$ cat src/hw/drc_regs.svh
// timing figures and derived cycle counts for the dram access controller
`ifndef DRC_REGS_SVH
`define DRC_REGS_SVH

// system clock period
`define DRC_CLK_NS        20

// least time rounds up, longest time rounds down
`define DRC_CEIL_CYC(ns)  (((ns) + `DRC_CLK_NS - 1) / `DRC_CLK_NS)
`define DRC_FLOOR_CYC(ns) ((ns) / `DRC_CLK_NS)

// strobe timing in ns, slower grade figures serve both grades
`define DRC_T_RAS_NS      200
`define DRC_T_RAS_MAX_NS  75000
`define DRC_T_RC_NS       315
`define DRC_T_RP_NS       105
`define DRC_T_RAH_NS      25
`define DRC_T_RCD_NS      40
`define DRC_T_RAC_NS      200
`define DRC_T_CAC_NS      35
`define DRC_T_CAA_NS      90
`define DRC_T_POWERUP_NS  100000
`define DRC_T_REF_NS      32000000

// array shape and start-up sequence
`define DRC_ROWS          512
`define DRC_INIT_CYCLES   8
`define DRC_ADDR_W        9

// derived cycle counts
`define DRC_RAS_CYC     `DRC_CEIL_CYC(`DRC_T_RAS_NS)
`define DRC_RAS_MAX_CYC `DRC_FLOOR_CYC(`DRC_T_RAS_MAX_NS)
`define DRC_RC_CYC      `DRC_CEIL_CYC(`DRC_T_RC_NS)
`define DRC_RP_CYC      `DRC_CEIL_CYC(`DRC_T_RP_NS)
`define DRC_RAH_CYC     `DRC_CEIL_CYC(`DRC_T_RAH_NS)
`define DRC_RCD_CYC     `DRC_CEIL_CYC(`DRC_T_RCD_NS)
`define DRC_RAC_CYC     `DRC_CEIL_CYC(`DRC_T_RAC_NS)
`define DRC_CAC_CYC     `DRC_CEIL_CYC(`DRC_T_CAC_NS)
`define DRC_CAA_CYC     `DRC_CEIL_CYC(`DRC_T_CAA_NS)
`define DRC_POWERUP_CYC `DRC_CEIL_CYC(`DRC_T_POWERUP_NS)
`define DRC_REF_CYC     `DRC_FLOOR_CYC(`DRC_T_REF_NS / `DRC_ROWS)
`define DRC_REF_SLACK   64

// edge indices inside one strobe cycle, counted from the row strobe fall
`define DRC_COL_K    (`DRC_RAH_CYC - 1)
`define DRC_CAS_K    drc_pkg::drc_max(`DRC_RAH_CYC, `DRC_RCD_CYC)
`define DRC_SAMPLE_K drc_pkg::drc_max(`DRC_RAC_CYC, drc_pkg::drc_max( \
    `DRC_CAS_K + 1 + `DRC_CAC_CYC, `DRC_RAH_CYC + `DRC_CAA_CYC))
`define DRC_END_K    drc_pkg::drc_max(`DRC_RAS_CYC - 1, `DRC_SAMPLE_K)
`define DRC_REF_END_K (`DRC_RAS_CYC - 1)
`define DRC_PRE_CYC  drc_pkg::drc_max(`DRC_RP_CYC, \
    `DRC_RC_CYC - (`DRC_END_K + 1))

`endif

$ cat src/hw/drc_pkg.sv
// types and helper arithmetic for the dram access controller
`default_nettype none

package drc_pkg;

    // controller sequencing states
    typedef enum logic [2:0] {
        st_power,
        st_idle,
        st_ras,
        st_pre
    } drc_state_type;

    // larger of two cycle counts
    function automatic int drc_max(input int a, input int b);
        return (a > b) ? a : b;
    endfunction : drc_max

endpackage : drc_pkg

`default_nettype wire

$ cat src/hw/drc_timer.sv
// power-up pause and per-row refresh interval timer
`timescale 1ns/1ps
`default_nettype none
`include "drc_regs.svh"

module drc_timer #(
    parameter int unsigned POWERUP_CYC = `DRC_POWERUP_CYC,
    parameter int unsigned REF_CYC     = `DRC_REF_CYC
) (
    // clock and reset
    input  wire logic i_clk_sys,
    input  wire logic i_rstn,
    // timer results
    output var  logic o_up_done,
    output var  logic o_ref_tick
);

    logic [15:0] up_cnt_reg;
    logic [15:0] ref_cnt_reg;
    logic        up_done_reg;
    logic        tick_reg;

    wire up_last  = (up_cnt_reg == 16'(POWERUP_CYC - 1));
    wire ref_last = (ref_cnt_reg == 16'(REF_CYC - 1));

    // pause after power-up, then one refresh tick per row interval
    always_ff @(posedge i_clk_sys) begin
        if (!i_rstn) begin
            up_cnt_reg  <= 16'h0000;
            ref_cnt_reg <= 16'h0000;
            up_done_reg <= 1'b0;
            tick_reg    <= 1'b0;
        end else begin
            tick_reg <= 1'b0;
            if (!up_done_reg) begin
                up_cnt_reg  <= up_cnt_reg + 16'h0001;
                up_done_reg <= up_last;
            end else if (ref_last) begin
                ref_cnt_reg <= 16'h0000;
                tick_reg    <= 1'b1;
            end else begin
                ref_cnt_reg <= ref_cnt_reg + 16'h0001;
            end
        end
    end

    assign o_up_done  = up_done_reg;
    assign o_ref_tick = tick_reg;

endmodule : drc_timer
`default_nettype wire

$ cat src/hw/drc_ctrl.sv
// host-side controller for an asynchronous 256K x 1 dynamic ram
`timescale 1ns/1ps
`default_nettype none
`include "drc_regs.svh"

module drc_ctrl #(
    parameter int unsigned POWERUP_CYC = `DRC_POWERUP_CYC
) (
    // clock and reset
    input  wire logic        i_clk_sys,
    input  wire logic        i_rstn,
    // user request
    input  wire logic        i_req,
    input  wire logic        i_we,
    input  wire logic [17:0] i_addr,
    input  wire logic        i_wdata,
    output var  logic        o_ready,
    output var  logic        o_rdata,
    output var  logic        o_rvalid,
    output var  logic        o_init_done,
    // memory pins
    output var  logic        o_ras_n,
    output var  logic        o_cas_n,
    output var  logic        o_we_n,
    output var  logic [8:0]  o_addr,
    output var  logic        o_din,
    input  wire logic        i_dout
);

    localparam logic [7:0] COL_K     = 8'(`DRC_COL_K);
    localparam logic [7:0] CAS_K     = 8'(`DRC_CAS_K);
    localparam logic [7:0] SAMPLE_K  = 8'(`DRC_SAMPLE_K);
    localparam logic [7:0] END_K     = 8'(`DRC_END_K);
    localparam logic [7:0] REF_END_K = 8'(`DRC_REF_END_K);
    localparam logic [7:0] PRE_LAST  = 8'(`DRC_PRE_CYC - 1);
    localparam logic [3:0] INIT_N    = 4'(`DRC_INIT_CYCLES);

    drc_pkg::drc_state_type state_reg, state_next;
    logic [7:0] cnt_reg,      cnt_next;
    logic [3:0] init_reg,     init_next;
    logic [8:0] ref_row_reg,  ref_row_next;
    logic [8:0] col_reg,      col_next;
    logic [8:0] addr_reg,     addr_next;
    logic       is_ref_reg,   is_ref_next;
    logic       is_wr_reg,    is_wr_next;
    logic       wbit_reg,     wbit_next;
    logic       ref_pend_reg, ref_pend_next;
    logic       ras_n_reg,    ras_n_next;
    logic       cas_n_reg,    cas_n_next;
    logic       we_n_reg,     we_n_next;
    logic       din_reg,      din_next;
    logic       rdata_reg,    rdata_next;
    logic       rvalid_reg,   rvalid_next;
    logic       ready_reg,    ready_next;
    logic       done_reg,     done_next;
    logic       up_done;
    logic       ref_tick;

    // power-up pause and refresh interval
    drc_timer #(
        .POWERUP_CYC (POWERUP_CYC),
        .REF_CYC     (`DRC_REF_CYC)
    ) u_timer (
        .i_clk_sys  (i_clk_sys),
        .i_rstn     (i_rstn),
        .o_up_done  (up_done),
        .o_ref_tick (ref_tick)
    );

    // request and refresh arbitration in idle
    wire in_idle   = (state_reg == drc_pkg::st_idle);
    wire init_busy = (init_reg != INIT_N);
    wire take_req  = in_idle && ready_reg && i_req;
    wire start_ref = in_idle && !take_req && (init_busy || ref_pend_reg);
    wire end_hit   = (cnt_reg == (is_ref_reg ? REF_END_K : END_K));
    wire is_read   = !is_ref_reg && !is_wr_reg;

    // sequencing of strobes, address and data
    always_comb begin
        state_next    = state_reg;
        cnt_next      = cnt_reg;
        init_next     = init_reg;
        ref_row_next  = ref_row_reg;
        col_next      = col_reg;
        addr_next     = addr_reg;
        is_ref_next   = is_ref_reg;
        is_wr_next    = is_wr_reg;
        wbit_next     = wbit_reg;
        ras_n_next    = ras_n_reg;
        cas_n_next    = cas_n_reg;
        we_n_next     = we_n_reg;
        din_next      = din_reg;
        rdata_next    = rdata_reg;
        rvalid_next   = 1'b0;
        // a tick in the clearing cycle is kept
        ref_pend_next = ref_tick || (ref_pend_reg && !start_ref);
        case (state_reg)
            drc_pkg::st_power: begin
                if (up_done) begin
                    state_next = drc_pkg::st_idle;
                end
            end
            drc_pkg::st_idle: begin
                if (take_req) begin
                    state_next = drc_pkg::st_ras;
                    cnt_next   = 8'h00;
                    is_ref_next = 1'b0;
                    is_wr_next = i_we;
                    wbit_next  = i_wdata;
                    col_next   = i_addr[8:0];
                    addr_next  = i_addr[17:9];
                    ras_n_next = 1'b0;
                end else if (start_ref) begin
                    // row-only cycle, also used for start-up
                    state_next  = drc_pkg::st_ras;
                    cnt_next    = 8'h00;
                    is_ref_next = 1'b1;
                    addr_next   = ref_row_reg;
                    ras_n_next  = 1'b0;
                end
            end
            drc_pkg::st_ras: begin
                cnt_next = cnt_reg + 8'h01;
                if (!is_ref_reg && cnt_reg == COL_K) begin
                    // row held two cycles before column swap
                    addr_next = col_reg;
                    // write strobe ahead of column strobe
                    we_n_next = !is_wr_reg;
                    din_next  = wbit_reg;
                end
                if (!is_ref_reg && cnt_reg == CAS_K) begin
                    cas_n_next = 1'b0;
                end
                if (is_read && cnt_reg == SAMPLE_K) begin
                    // sample only on reads, at the latest access limit
                    rdata_next  = i_dout;
                    rvalid_next = 1'b1;
                end
                if (end_hit) begin
                    // all strobes rise together; write strobe never early
                    ras_n_next = 1'b1;
                    cas_n_next = 1'b1;
                    we_n_next  = 1'b1;
                    state_next = drc_pkg::st_pre;
                    cnt_next   = 8'h00;
                    if (is_ref_reg) begin
                        ref_row_next = ref_row_reg + 9'h001;
                        if (init_busy) begin
                            init_next = init_reg + 4'h1;
                        end
                    end
                end
            end
            drc_pkg::st_pre: begin
                // precharge; data out floats well inside this
                cnt_next = cnt_reg + 8'h01;
                if (cnt_reg == PRE_LAST) begin
                    state_next = drc_pkg::st_idle;
                end
            end
            default: begin
                state_next = drc_pkg::st_power;
            end
        endcase
        done_next  = (init_next == INIT_N);
        ready_next = (state_next == drc_pkg::st_idle) && done_next
            && !ref_pend_next;
    end

    // state and output flip-flops
    always_ff @(posedge i_clk_sys) begin
        if (!i_rstn) begin
            state_reg <= drc_pkg::st_power;
            cnt_reg <= 8'h00;
            init_reg <= 4'h0;
            ref_row_reg <= 9'h000;
            col_reg <= 9'h000;
            addr_reg <= 9'h000;
            {is_ref_reg, is_wr_reg, wbit_reg, ref_pend_reg} <= 4'h0;
            {ras_n_reg, cas_n_reg, we_n_reg} <= 3'h7;
            {din_reg, rdata_reg, rvalid_reg} <= 3'h0;
            {ready_reg, done_reg} <= 2'h0;
        end else begin
            state_reg <= state_next;
            cnt_reg <= cnt_next;
            init_reg <= init_next;
            ref_row_reg <= ref_row_next;
            col_reg <= col_next;
            addr_reg <= addr_next;
            {is_ref_reg, is_wr_reg} <= {is_ref_next, is_wr_next};
            {wbit_reg, ref_pend_reg} <= {wbit_next, ref_pend_next};
            {ras_n_reg, cas_n_reg, we_n_reg} <=
                {ras_n_next, cas_n_next, we_n_next};
            {din_reg, rdata_reg, rvalid_reg} <=
                {din_next, rdata_next, rvalid_next};
            {ready_reg, done_reg} <= {ready_next, done_next};
        end
    end

    assign o_ras_n     = ras_n_reg;
    assign o_cas_n     = cas_n_reg;
    assign o_we_n      = we_n_reg;
    assign o_addr      = addr_reg;
    assign o_din       = din_reg;
    assign o_rdata     = rdata_reg;
    assign o_rvalid    = rvalid_reg;
    assign o_ready     = ready_reg;
    assign o_init_done = done_reg;

    // helper counters watched by the checks
    logic        ras_q_reg;
    logic [15:0] since_reg;
    logic [15:0] ref_age_reg;
    logic [15:0] low_reg;
    logic [3:0]  falls_reg;
    wire         ras_fell = ras_q_reg && !ras_n_reg;

    always_ff @(posedge i_clk_sys) begin
        if (!i_rstn) begin
            ras_q_reg <= 1'b1;
            since_reg <= 16'hFFFF;
            ref_age_reg <= 16'h0000;
            low_reg <= 16'h0000;
            falls_reg <= 4'h0;
        end else begin
            ras_q_reg <= ras_n_reg;
            since_reg <= ras_fell ? 16'h0001
                : (since_reg == 16'hFFFF ? since_reg : since_reg + 16'h0001);
            ref_age_reg <= (start_ref || !done_reg) ? 16'h0000
                : ref_age_reg + 16'h0001;
            low_reg <= ras_n_reg ? 16'h0000 : low_reg + 16'h0001;
            falls_reg <= (ras_fell && falls_reg != 4'hF)
                ? falls_reg + 4'h1 : falls_reg;
        end
    end
endmodule : drc_ctrl
`default_nettype wire

$ cat config.mk
export PLATFORM = sky130hd
export DESIGN_NAME = drc_ctrl
export DESIGN_NICKNAME = d
export VERILOG_FILES = /design/src/hw/drc_pkg.sv /design/src/hw/drc_timer.sv /design/src/hw/drc_ctrl.sv
export VERILOG_INCLUDE_DIRS = /design/src /design/src/hw
export SDC_FILE = /design/constraint.sdc
export NUM_CORES = 1
export LEC_CHECK = 0
export ABC_AREA = 1
export BUFFER_PORTS_ARGS = -buffer_cell sky130_fd_sc_hd__buf_2
export CORE_ASPECT_RATIO = 0.6
export CORE_MARGIN = 5
export CORE_UTILIZATION = 50
export DETAILED_ROUTE_END_ITERATION = 8
export GPL_TIMING_DRIVEN = 1
export MAX_ROUTING_LAYER = met4
export PLACE_DENSITY = 0.69
export SYNTH_ARGS = -nofsm -noshare
export SYNTH_HDL_FRONTEND = slang
export SYNTH_SLANG_ARGS = --single-unit
$ cat constraint.sdc
create_clock -name i_clk_sys -period 2 [get_ports i_clk_sys]
set_clock_uncertainty 0.15 [all_clocks]
set_input_delay 0.2 -clock i_clk_sys [delete_from_list [all_inputs] [get_ports i_clk_sys]]
set_output_delay 0.2 -clock i_clk_sys [all_outputs]
set_load 0.05 [all_outputs]
## Word level (Yosys, flattened, before mapping)

Cells that the tools add are included.

- Register bits after elaboration: 88
- Input bits: 24
- Logic and storage cells: 112

- $add $sub $neg: 5
- Eq/ne operators: 16
- Multiplexer cells: 33
- Reduce and logical (&&, ||, !) cells: 36

Operators by type and width:

| operator | number |
|---|---|
| $add A16 B1 Y16 const B | 2 |
| $mux W9 | 3 |
| $mux W8 | 3 |
| $pmux W8 S3 | 1 |
| $pmux W9 S2 | 1 |
| $reduce_and A2 Y1 | 9 |
| $eq A16 B12 Y1 const B | 1 |
| $eq A16 B13 Y1 const B | 1 |
| $mux W16 | 1 |
| $mux W4 | 4 |
| $mux W3 | 5 |
| $mux W1 | 12 |
| $pmux W3 S4 | 1 |
| $logic_and A1 B1 Y1 | 11 |
| $add A9 B1 Y9 const B | 1 |
| $reduce_and A3 Y1 | 3 |
| $add A8 B1 Y8 const B | 1 |
| $eq A8 B1 Y1 const B | 1 |
| $eq A8 B2 Y1 const B | 1 |
| $eq A8 B3 Y1 const B | 1 |
| $eq A8 B4 Y1 | 1 |
| $eq A8 B4 Y1 const B | 1 |
| $reduce_bool A2 Y1 | 4 |
| $eq A3 B1 Y1 const B | 2 |
| other kinds (12) | 19 |

## Logic depth before layout (Yosys ltp)

Gate-level depths: netlist of run 1.

- Depth in word-level cells: 12
- Depth in mapped cells: 11

## Hierarchy

A second synthesis of run 1 with hierarchy kept.

- Cells, all modules: 637
- Area total of the unflattened synthesis: 4,499.3 um^2

By module, submodules not included:

| module | instances | cells an instance | area each (um^2) |
|---|---|---|---|
| drc_ctrl | 1 | 369 | 2,611.3 |
| drc_timer | 1 | 268 | 1,888.1 |

## Worst setup path after synthesis of run 1

No wires, ideal clock.

- Path type: reg-to-reg
- From: register ready_reg (netlist: o_ready)
- To: register cnt_reg[6]
- Data arrival time: 1,450 ps
- Data required time: 1,734 ps
- Path slack: 284 ps
- Cell stages (with the launch flop): 9
- Path buffers: 0
- Clock period less this slack: 1,716 ps
- Cells stage by stage: dfxtp_1 nand2_1 inv_1 nor2_1 nand2_1 nand2_1 nor2_1 xor2_1 nor2_1

- Cells in the longest elaborated chain, start to end: 7
- Elaborated cells between the ends (all ways): 9
- Those cells by class: 1 x eq/ne; 2 x mux; 6 x reduce/logical

Ends and longest elaborated chain:

| element | line | text |
|---|---|---|
| start: declaration | drc_ctrl.sv:54 | `logic ready_reg, ready_next;` |
| start signal: assignment | drc_ctrl.sv:196 | `{ready_reg, done_reg} <= {ready_next, done_next};` |
| $logic_and A1 B1 Y1 * (2 in series) | drc_ctrl.sv:73 | `wire take_req = in_idle && ready_reg && i_req;` |
| $logic_not A1 Y1 | drc_ctrl.sv:74 | `wire start_ref = in_idle && !take_req && (init_busy \|\| ref_pend_reg);` |
| $logic_and A1 B1 Y1 (2 in series) | drc_ctrl.sv:74 |  |
| $ne A3 B1 Y1 (no line) | n/a |  |
| $reduce_and A2 Y1 (no line) | n/a |  |
| end signal: assignment | drc_ctrl.sv:185 | `cnt_reg <= cnt_next;` |
| end: declaration | drc_ctrl.sv:39 | `logic [7:0] cnt_reg, cnt_next;` |

Mark *: on every way between the ends. The rest lies on a longest branch, timed or not.
A chain may end at the register's enable or synchronous reset.

## Final worst setup path of run 1

- From: register init_reg[0]
- To: register cnt_reg[4]

- Cells in the longest elaborated chain, start to end: 5

Ends and longest elaborated chain:

| element | line | text |
|---|---|---|
| start: declaration | drc_ctrl.sv:40 | `logic [3:0] init_reg, init_next;` |
| start signal: assignment | drc_ctrl.sv:186 | `init_reg <= init_next;` |
| $ne A4 B4 Y1 | drc_ctrl.sv:72 | `wire init_busy = (init_reg != INIT_N);` |
| $logic_or A1 B1 Y1 | drc_ctrl.sv:74 |  |
| $logic_and A1 B1 Y1 | drc_ctrl.sv:74 |  |
| $ne A3 B1 Y1 (no line) | n/a |  |
| $reduce_and A2 Y1 (no line) | n/a |  |

Every way passes these cells.

==> metrics, run 1 <==
Slew Viols, Final 0; Crit path top cell by count inv_1; Post-synth EDFFs 0; Seq cells post-synth 88; Netlist cell types 43; root buffer cell clkbuf_16; Setup crit end kind register; worst-skew pair later-pin latency 0.34 ns; Die H 81.9 µm; Via density 5.14; vias in the first global route 3,572; starting density of the core 51.0%; # DRC 0; Min Hold Slack 0.0253 ns; Synthesized Nets 639; min-delay worst type input port to register; worst path cell trace inv_1, ha_1, nand3_2, nor2_2, inv_1, o21ai_2, nand2_1, o21ai_1, nand2_2, nor2_1; num ports 41; PortBufs 40; first-pass GRT wire length 16,700 µm; nets 691; fmax 543 MHz; clk buf depth 2; remaining antenna violation count after routing 0; First-pass DRT Iterations 5; # Post-CTS Setup Buffers 0; Worst Reg-to-Reg Cells 10; Yosys warnings 0; CTS tree yes; Worst Path Max Fanout 5; GPL Wtd Cong 0.887; wire length per cell 12.8 µm; fillers 789; final WL 9940 µm; status complete, no violations; CTS sink cnt 88; Async SR Flop Fraction 0%; RSZ-0062 raised after global routing false; Final Setup Violations 0; ratio of cells with drive above 1 in the final layout 15.7%; 1st-iter DRT viols 228; Core ar. 8460 µm²; synthesized instance count 606; DP Wirelength 7130 µm; maximum VDD drop 0.000389 V; critical path required time 2.13 ns; Min-Delay Path Depth 3; via count 3,985; Slowest-stage cell, CP dfxtp_1; max incr delay on CP 0.34 ns; Leak 2.17 nW; cts bufs inserted 9; Area Growth Syn to Fin 17.3%; H-tree Lvls 3; WP data arrival 1.97 ns; Chip Width 130 µm; Synth Cell Area 4310 µm²; post-synthesis sequential area ratio 40.8%; PD cells 717 nW/µm²; largest net degree at the start of global routing 47; Antenna diodes 0; row count 26; CP Launch Type register; # Max-Cap Violations 0; final hold violations 0; Setup TNS 0 ns; critical path class register to register; Placed Area 4630 µm²; Die ar. 10,600 µm²; Avg Cell Area, Syn 7.12 µm²; ys flop type dfxtp_1; global route total overflow 0; Final min period 1.84 ns; clock-pin slew on the worst setup and hold paths 0.06 ns; Post-Layout Inst Area 5060 µm²; Total GRT Usage 20.4%; initial antenna violation count 0; period utilisation layout 92.0%
==> layout make-up <==
type | instances | area, µm² | area share, %
multi-input combinational | 427 | 2190 | 43.3
clock inverter | 5 | 63.8 | 1.26
inverter | 75 | 282 | 5.57
tap | 112 | 140 | 2.77
sequential | 88 | 1760 | 34.8
clock buffer | 11 | 253 | 5.00
timing repair buffer | 57 | 365 | 7.22
==> through the flow <==
stage,setup WS (ns),std cells,total power (W),utilization (%)
finish,0.160,775,0.00362,59.8
global route,0.00505,775,0.00376,59.8
CTS,0.119,775,0.00366,59.6
detailed placement,0.131,749,0.00189,54.7
global placement,0.237,749,0.00189,54.7
floorplan,0.284,606,0.00185,-
==> synthesized netlist by cell type (6+ instances only) <==
library cell	instances	area share, %
a21oi_1	29	3.4
clkbuf_1	9	0.78
dfxtp_1	88	41
ha_1	9	2.6
inv_1	67	5.8
inv_2	8	0.70
nand2_1	112	9.7
nand3_1	47	5.5
nand4_1	11	1.6
nor2_1	100	8.7
nor2_2	7	1.0
nor3_1	12	1.4
o211ai_1	9	1.6
o21ai_0	34	3.9
o21ai_1	6	0.70
xor2_1	9	1.8
==> where the power goes <==
group          switching, W  internal (W)  leakage (nW)
registers        0.00000485       0.00176         0.710
logic             0.0000588     0.0000486          1.30
clock network      0.000707       0.00105         0.158
==> repair_timing <==
| item | 4_1_cts | 5_1_grt |
|---|---|---|
| gates resized for setup | 0 | 4 |
| hold buffers | 10 | 0 |
| endpoints found under the hold margin | 10 | 0 |
| setup endpoints to repair | 0 | 7 |
==> logic make-up (layout without fill, tap and decap cells) <==
group,after synthesis,after routing,share of synthesized area (%)
flops,88,88,40.8
fa+ha+maj,9,9,2.61
xor+xnor,9,9,1.83
buf+inv,91,148,8.62
other cells,1,1,0.0869
simple gates,318,318,34.3
compound gates,90,90,11.7
==> critical path: cells and delay by family, from the launching register on <==
family	cells	cell delay, ns
compound gates	2	0.36
buf+inv	2	0.16
flops	1	0.34
simple gates	5	0.57
fa+ha+maj	1	0.19
==> routing by layer <==
layer	global-route usage, %	part of all wire, %	wire (µm)
met5	-	0	0
met4	6.74	1.5	148
met3	4.87	6.7	668
met2	30.4	41	4090
met1	27.3	51	5020
==> cells in the final DEF (no fill, tap or decap), drive strengths merged, types with 2 or more instances in the layout <==
| cell | count |
|---|---|
| o21a | 3 |
| a211oi | 2 |
| nand3 | 50 |
| nand4 | 12 |
| dfxtp | 88 |
| o211ai | 9 |
| nor3 | 13 |
| nor3b | 2 |
| buf | 47 |
| o21ai | 42 |
| ha | 9 |
| inv | 76 |
| nand2 | 119 |
| clkinv | 3 |
| nor4 | 5 |
| a21oi | 30 |
| clkbuf | 11 |
| xor2 | 9 |
| nor2 | 112 |
| nand3b | 2 |
| dlygate4sd3 | 10 |
| o21bai | 2 |
==> final timing paths <==
kind | from | to | slack (ns)
hold / removal | i_addr[8] | col_reg[8] | 0.03
hold reg to reg | o_addr[6] | o_addr[6] | 0.33
setup reg to reg | init_reg[0] | cnt_reg[4] | 0.16
setup / recovery | init_reg[0] | cnt_reg[4] | 0.16
No activity file was read; power rests on OpenSTA's default activity.
==> inputs of run 2 (changes only) <==
--- a/config.mk
+++ b/config.mk
@@ -6,12 +6,12 @@
 export SDC_FILE = /design/constraint.sdc
 export NUM_CORES = 1
 export LEC_CHECK = 0
-export ABC_AREA = 1
 export BUFFER_PORTS_ARGS = -buffer_cell sky130_fd_sc_hd__buf_2
 export CORE_ASPECT_RATIO = 0.6
 export CORE_MARGIN = 5
 export CORE_UTILIZATION = 50
 export DETAILED_ROUTE_END_ITERATION = 8
+export GPL_ROUTABILITY_DRIVEN = 0
 export GPL_TIMING_DRIVEN = 1
 export MAX_ROUTING_LAYER = met4
 export PLACE_DENSITY = 0.69
==> metrics, run 2 <==
commonest cells after routing, fill and taps aside dfxtp_1, nand2_1, nor2_1; Antenna diodes 0 (unchanged); RSZ-0062 raised after global routing true; post-synth top area cell dfxtp_1; fmax 490 MHz (-9.9%); worst-skew pair later-pin latency 0.33 ns (about the same); post-synthesis sequential area ratio 43.4% (+2.6 points); largest cells by area after synthesis dfxtp_1, nand2_1, nor2_1; maximum VDD drop 0.000564 V (+45%); Synth top area share 43.4% (+2.6 points); max incr delay on CP 0.56 ns (+0.22 ns); Core ar. 7880 µm² (-6.8%); clk buf depth 2 (unchanged); wire length per cell 14.4 µm (+13%); via count 3,616 (-9.3%); Async SR Flop Fraction 0% (unchanged); status complete, but fails checks; WP data arrival 2.16 ns (+0.19 ns); delay-heaviest family, CP simple AND/OR/NAND/NOR gates; Avg Cell Area, Syn 8.51 µm² (+20%); Met3 Wirelength 402 µm (-40%); Synth Cell Area 4060 µm² (-5.9%); ys flop type dfxtp_1; cts bufs inserted 9 (unchanged); Slowest-stage cell, CP or4_4; CP Launch Type register; Chip Width 126 µm (-2.8%); clock-pin slew on the worst setup and hold paths 0.06 ns (about the same); Synthesized Nets 510 (-20%); final WL 9810 µm (-1.2%); Total GRT Usage 20.3% (-0.096 points); fillers 706 (-11%); Final min period 2.04 ns (+0.201 ns); Yosys warnings 0 (unchanged); critical path required time 2.12 ns (about the same); Area Growth Syn to Fin 26.7%; Setup crit end kind register; 1st-iter DRT viols 220 (-3.5%); PortBufs 40 (unchanged); Leak 1.94 nW (-10%); hold path start i_rstn; critical path class register to register; ratio of cells with drive above 1 in the final layout 25.9% (+10 points); CTS tree yes; nets 601 (-13%); vias in the first global route 3,453 (-3.3%); Post-Layout Inst Area 5140 µm² (+1.7%); top-count cell post-synth dfxtp_1; Netlist cell types 62 (+44%); synthesized instance count 477 (-21%); Post-synth EDFFs 0 (unchanged); failing checks negative setup slack; commonest cells in the netlist dfxtp_1, nand2_1, nor2_1; remaining antenna violation count after routing 0 (unchanged); PD cells 671 nW/µm² (-6.3%); WL met1 4770 µm (-5.2%); Worst Path Max Fanout 7 (+2); # Max-Cap Violations 0 (unchanged); num ports 41 (unchanged); placed cells 647 (-14%); Die ar. 10,100 µm² (-5.3%); final non-filler cell total 679 (-12%); worst path buffer plus inverter count 1 (-1); reg2reg start cnt_reg[7]; First-pass DRT Iterations 4 (-1); starting density of the core 51.5% (+0.50 points); largest net degree at the start of global routing 38 (-19%); DP Wirelength 6870 µm (-3.7%); min-delay worst type input port to register; commonest non-fill, non-tap cell in the layout dfxtp_1; first-pass GRT wire length 16,000 µm (-4.1%); Final WS setup -0.0419 ns (-0.201 ns); global route total overflow 0 (unchanged); initial antenna violation count 0 (unchanged); row count 25 (-3.8%); Seq cells post-synth 88 (unchanged); Final Setup Violations 6 (+6); Via density 5.33 (+3.6%); period utilisation layout 102% (+10 points); Placed Area 4590 µm² (-0.92%); worst path cell trace or4_4, nor4_4, buf_6, nor2_4, a211o_2, a21oi_2; Die H 79.8 µm (-2.6%); crit path from cnt_reg[7]; CTS sink cnt 88 (unchanged); DR top layer met4; Slew Viols, Final 0 (unchanged); # DRC 0 (unchanged); final hold violations 0 (unchanged); met2 WL 4550 µm (+11%); root buffer cell clkbuf_16; fin util 65.2% (+5.4 points); H-tree Lvls 3 (unchanged)
==> run 2: metal layers <==
metal | vias to the layer above | global-route usage, %
li1 | 1833 | -
met1 | 1700 | 26.2
met2 | 75 | 31.7
met3 | 8 | 5.35
met4 | 0 | 5.78
met5 | - | -
==> run 2: cell families (layout without fill, tap and decap cells) <==
| group | after synthesis | after routing | share of synthesized area [%] |
|---|---|---|---|
| compound gates | 72 | 72 | 11.2 |
| xor+xnor | 40 | 40 | 8.63 |
| fa+ha+maj | 9 | 9 | 2.77 |
| buf+inv | 30 | 123 | 3.76 |
| flops | 88 | 88 | 43.4 |
| mux | 7 | 7 | 1.76 |
| other cells | 1 | 1 | 0.0924 |
| simple gates | 230 | 231 | 28.4 |
==> run 2: path summary, 6_finish.rpt <==
check,slack [ns],depth (start not counted),endpoint
hold / removal,0.11,3,o_cas_n
setup reg to reg,-0.04,6,o_addr[3]
setup / recovery,-0.04,6,o_addr[3]
hold reg to reg,0.31,2,o_addr[4]
==> run 2: tightest hold or removal path: stages <==
cell and delay (ns):
buf_2 0.12, buf_4 0.17, nand3_1 0.07
==> run 2: area by class of cell <==
| type | count | area (µm²) | area share (%) |
|---|---|---|---|
| inverters | 14 | 52.6 | 1.02 |
| well taps | 108 | 135 | 2.63 |
| clock buffers | 10 | 229 | 4.45 |
| repair buffers | 95 | 651 | 12.7 |
| multi-input cells | 360 | 2250 | 43.8 |
| clock inverters | 4 | 47.5 | 0.925 |
| flip-flops and latches | 88 | 1780 | 34.5 |
==> run 2: stage by stage <==
stage               hold WS [ns]  total power (W)  setup slack [ns]  setup TNS, ns
finish                     0.112          0.00345           -0.0419         -0.108
global route               0.104          0.00358            -0.114          -1.08
CTS                       0.0946          0.00349           -0.0263         -0.117
detailed placement         0.294          0.00188           -0.0384         -0.225
global placement           0.286          0.00188            0.0158              0
floorplan                  0.122          0.00184           -0.0774         -0.365
==> run 2: power by group <==
part,switching (W),internal (W),leakage [nW]
Sequential,0.00000750,0.00176,0.714
Clock,0.000640,0.000949,0.134
Combinational,0.0000500,0.0000477,1.10
Total,0.000697,0.00275,1.94
==> run 2: timing repair <==
action,in CTS,in global routing
buffers inserted,3,2
hold buffers,12,0
gates resized for setup,9,29
hold endpoints to repair,12,0
cloned,1,0
setup endpoints to repair,16,24
pin swaps,4,17
==> inputs of run 3 (changes only) <==
--- a/config.mk
+++ b/config.mk
@@ -7,7 +7,7 @@
 export NUM_CORES = 1
 export LEC_CHECK = 0
 export BUFFER_PORTS_ARGS = -buffer_cell sky130_fd_sc_hd__buf_2
-export CORE_ASPECT_RATIO = 0.6
+export CORE_ASPECT_RATIO = 0.8
 export CORE_MARGIN = 5
 export CORE_UTILIZATION = 50
 export DETAILED_ROUTE_END_ITERATION = 8
==> metrics, run 3 (synthesis results as in run 2) <==
num ports 41 (unchanged); worst path cell trace or4b_4, nor4_4, buf_4, nor2_4, a211o_2, a21oi_2; H-tree Lvls 3 (unchanged); Power Total 0.00299 W (-13%); root buffer cell clkbuf_8; PortBufs 40 (unchanged); # DRC 0 (unchanged); period utilisation layout 101% (-0.87 points); first-pass GRT wire length 16,200 µm (+1.0%); Chip Width 111 µm (-12%); Via density 5.16 (-3.1%); failing checks negative setup slack; Total GRT Usage 19.4% (-0.90 points); remaining antenna violation count after routing 0 (unchanged); worst path buffer plus inverter count 1 (unchanged); fin util 65.3% (+0.089 points); starting density of the core 51.3% (-0.18 points); largest net degree at the start of global routing 43 (+13%); First-pass DRT Iterations 4 (unchanged); DP Wirelength 6450 µm (-6.1%); critical path class register to register; Storage cell area 1770 µm² (-0.28%); ratio of cells with drive above 1 in the final layout 27.3% (+1.3 points); Final WS setup -0.0244 ns (+0.0175 ns); min-delay worst type input port to register; CP Launch Type register; r2r setup slk -0.02 ns (+0.02 ns); Area Growth Syn to Fin 27.3%; clock-pin slew on the worst setup and hold paths 0.08 ns (+0.02 ns); critical path required time 2.14 ns (+0.02 ns); via count 3,587 (-0.80%); 1st-iter DRT viols 121 (-45%); PD cells 579 nW/µm² (-14%); nets 615 (+2.3%); CTS sink cnt 88 (unchanged); final WL 9400 µm (-4.2%); cts bufs inserted 9 (unchanged); initial antenna violation count 0 (unchanged); # Max-Cap Violations 0 (unchanged); clk buf depth 2 (unchanged); row count 29 (+16%); Slowest-stage cell, CP or4b_4; Die H 90.6 µm (+14%); final hold violations 0 (unchanged); Core ar. 7910 µm² (+0.35%); wire length per cell 13.5 µm (-6.4%); maximum VDD drop 0.000336 V (-40%); CTS tree yes; Leak 1.98 nW (+1.7%); status complete, but fails checks; global route total overflow 0 (unchanged); Die ar. 10,000 µm² (-0.47%); RSZ-0062 raised after global routing true; commonest cells after routing, fill and taps aside dfxtp_1, nand2_1, nor2_1; fmax 494 MHz (+0.86%); Worst Path Max Fanout 8 (+1); WP data arrival 2.16 ns (about the same); delay-heaviest family, CP simple AND/OR/NAND/NOR gates; fillers 679 (-3.8%); Final min period 2.02 ns (-0.0175 ns); max incr delay on CP 0.56 ns (about the same); vias in the first global route 3,492 (+1.1%); commonest non-fill, non-tap cell in the layout dfxtp_1; multi-input logic area 2240 µm² (-0.39%); worst-skew pair later-pin latency 0.35 ns (+0.02 ns); Final Setup Violations 6 (unchanged); Setup crit end kind register; Antenna diodes 0 (unchanged); Slew Viols, Final 0 (unchanged)
[run 3: repair_timing]
action | CTS | global route
setup buffers | 2 | 5
resized for setup | 5 | 29
endpoints found under the hold margin | 14 | 0
gates cloned | 1 | 1
endpoints found under the setup margin | 12 | 30
hold buffers | 13 | 0
pin swaps | 0 | 10
[run 3: metrics by stage]
stage	area (µm²)	hold WS [ns]	setup TNS, ns	cells	worst slack, ns
global placement	4690	0.289	0	657	0.0160
CTS	5030	0.126	0	689	0.00260
floorplan	4070	0.122	-0.365	477	-0.0774
finish	5170	0.136	-0.0673	695	-0.0244
global route	5170	0.128	-0.854	695	-0.0953
detailed placement	4690	0.290	-0.0495	657	-0.0210
[run 3: where the power goes]
group | switching, W | total (W) | internal (W)
Combinational | 0.0000490 | 0.000101 | 0.0000522
Sequential | 0.00000751 | 0.00176 | 0.00176
Clock | 0.000639 | 0.00113 | 0.000487
[run 3: cell type report]
cell class	instances	share of cell area [%]
multi-input combinational	360	43.4
sequential	88	34.3
timing repair buffer	109	15.2
clock buffer	10	2.66
tap	108	2.62
inverter	14	1.02
clock inverter	6	0.847
[run 3: worst paths after layout]
check        depth (start not counted)    startpoint   endpoint
max                                  6  state_reg[2]  o_addr[4]
min                                  4    i_addr[11]  o_addr[2]
max reg2reg                          6  state_reg[2]  o_addr[4]
min reg2reg                          2     o_addr[6]  o_addr[6]
[run 3: metal layers]
layer / track usage [%] / wire length (µm) / up-vias
li1: - / - / 1856
met4: 3.49 / 69 / 0
met3: 5.89 / 482 / 8
met1: 24.7 / 4530 / 1645
met5: - / 0 / -
met2: 30.9 / 4320 / 78
[run 3: worst reg2reg max path, cell delays in order (launching register included)]
cell     delay [ns]
dfxtp_2        0.37
or4b_4         0.56
nor4_4         0.22
buf_4          0.19
nor2_4         0.07
a211o_2        0.28
a21oi_2        0.14
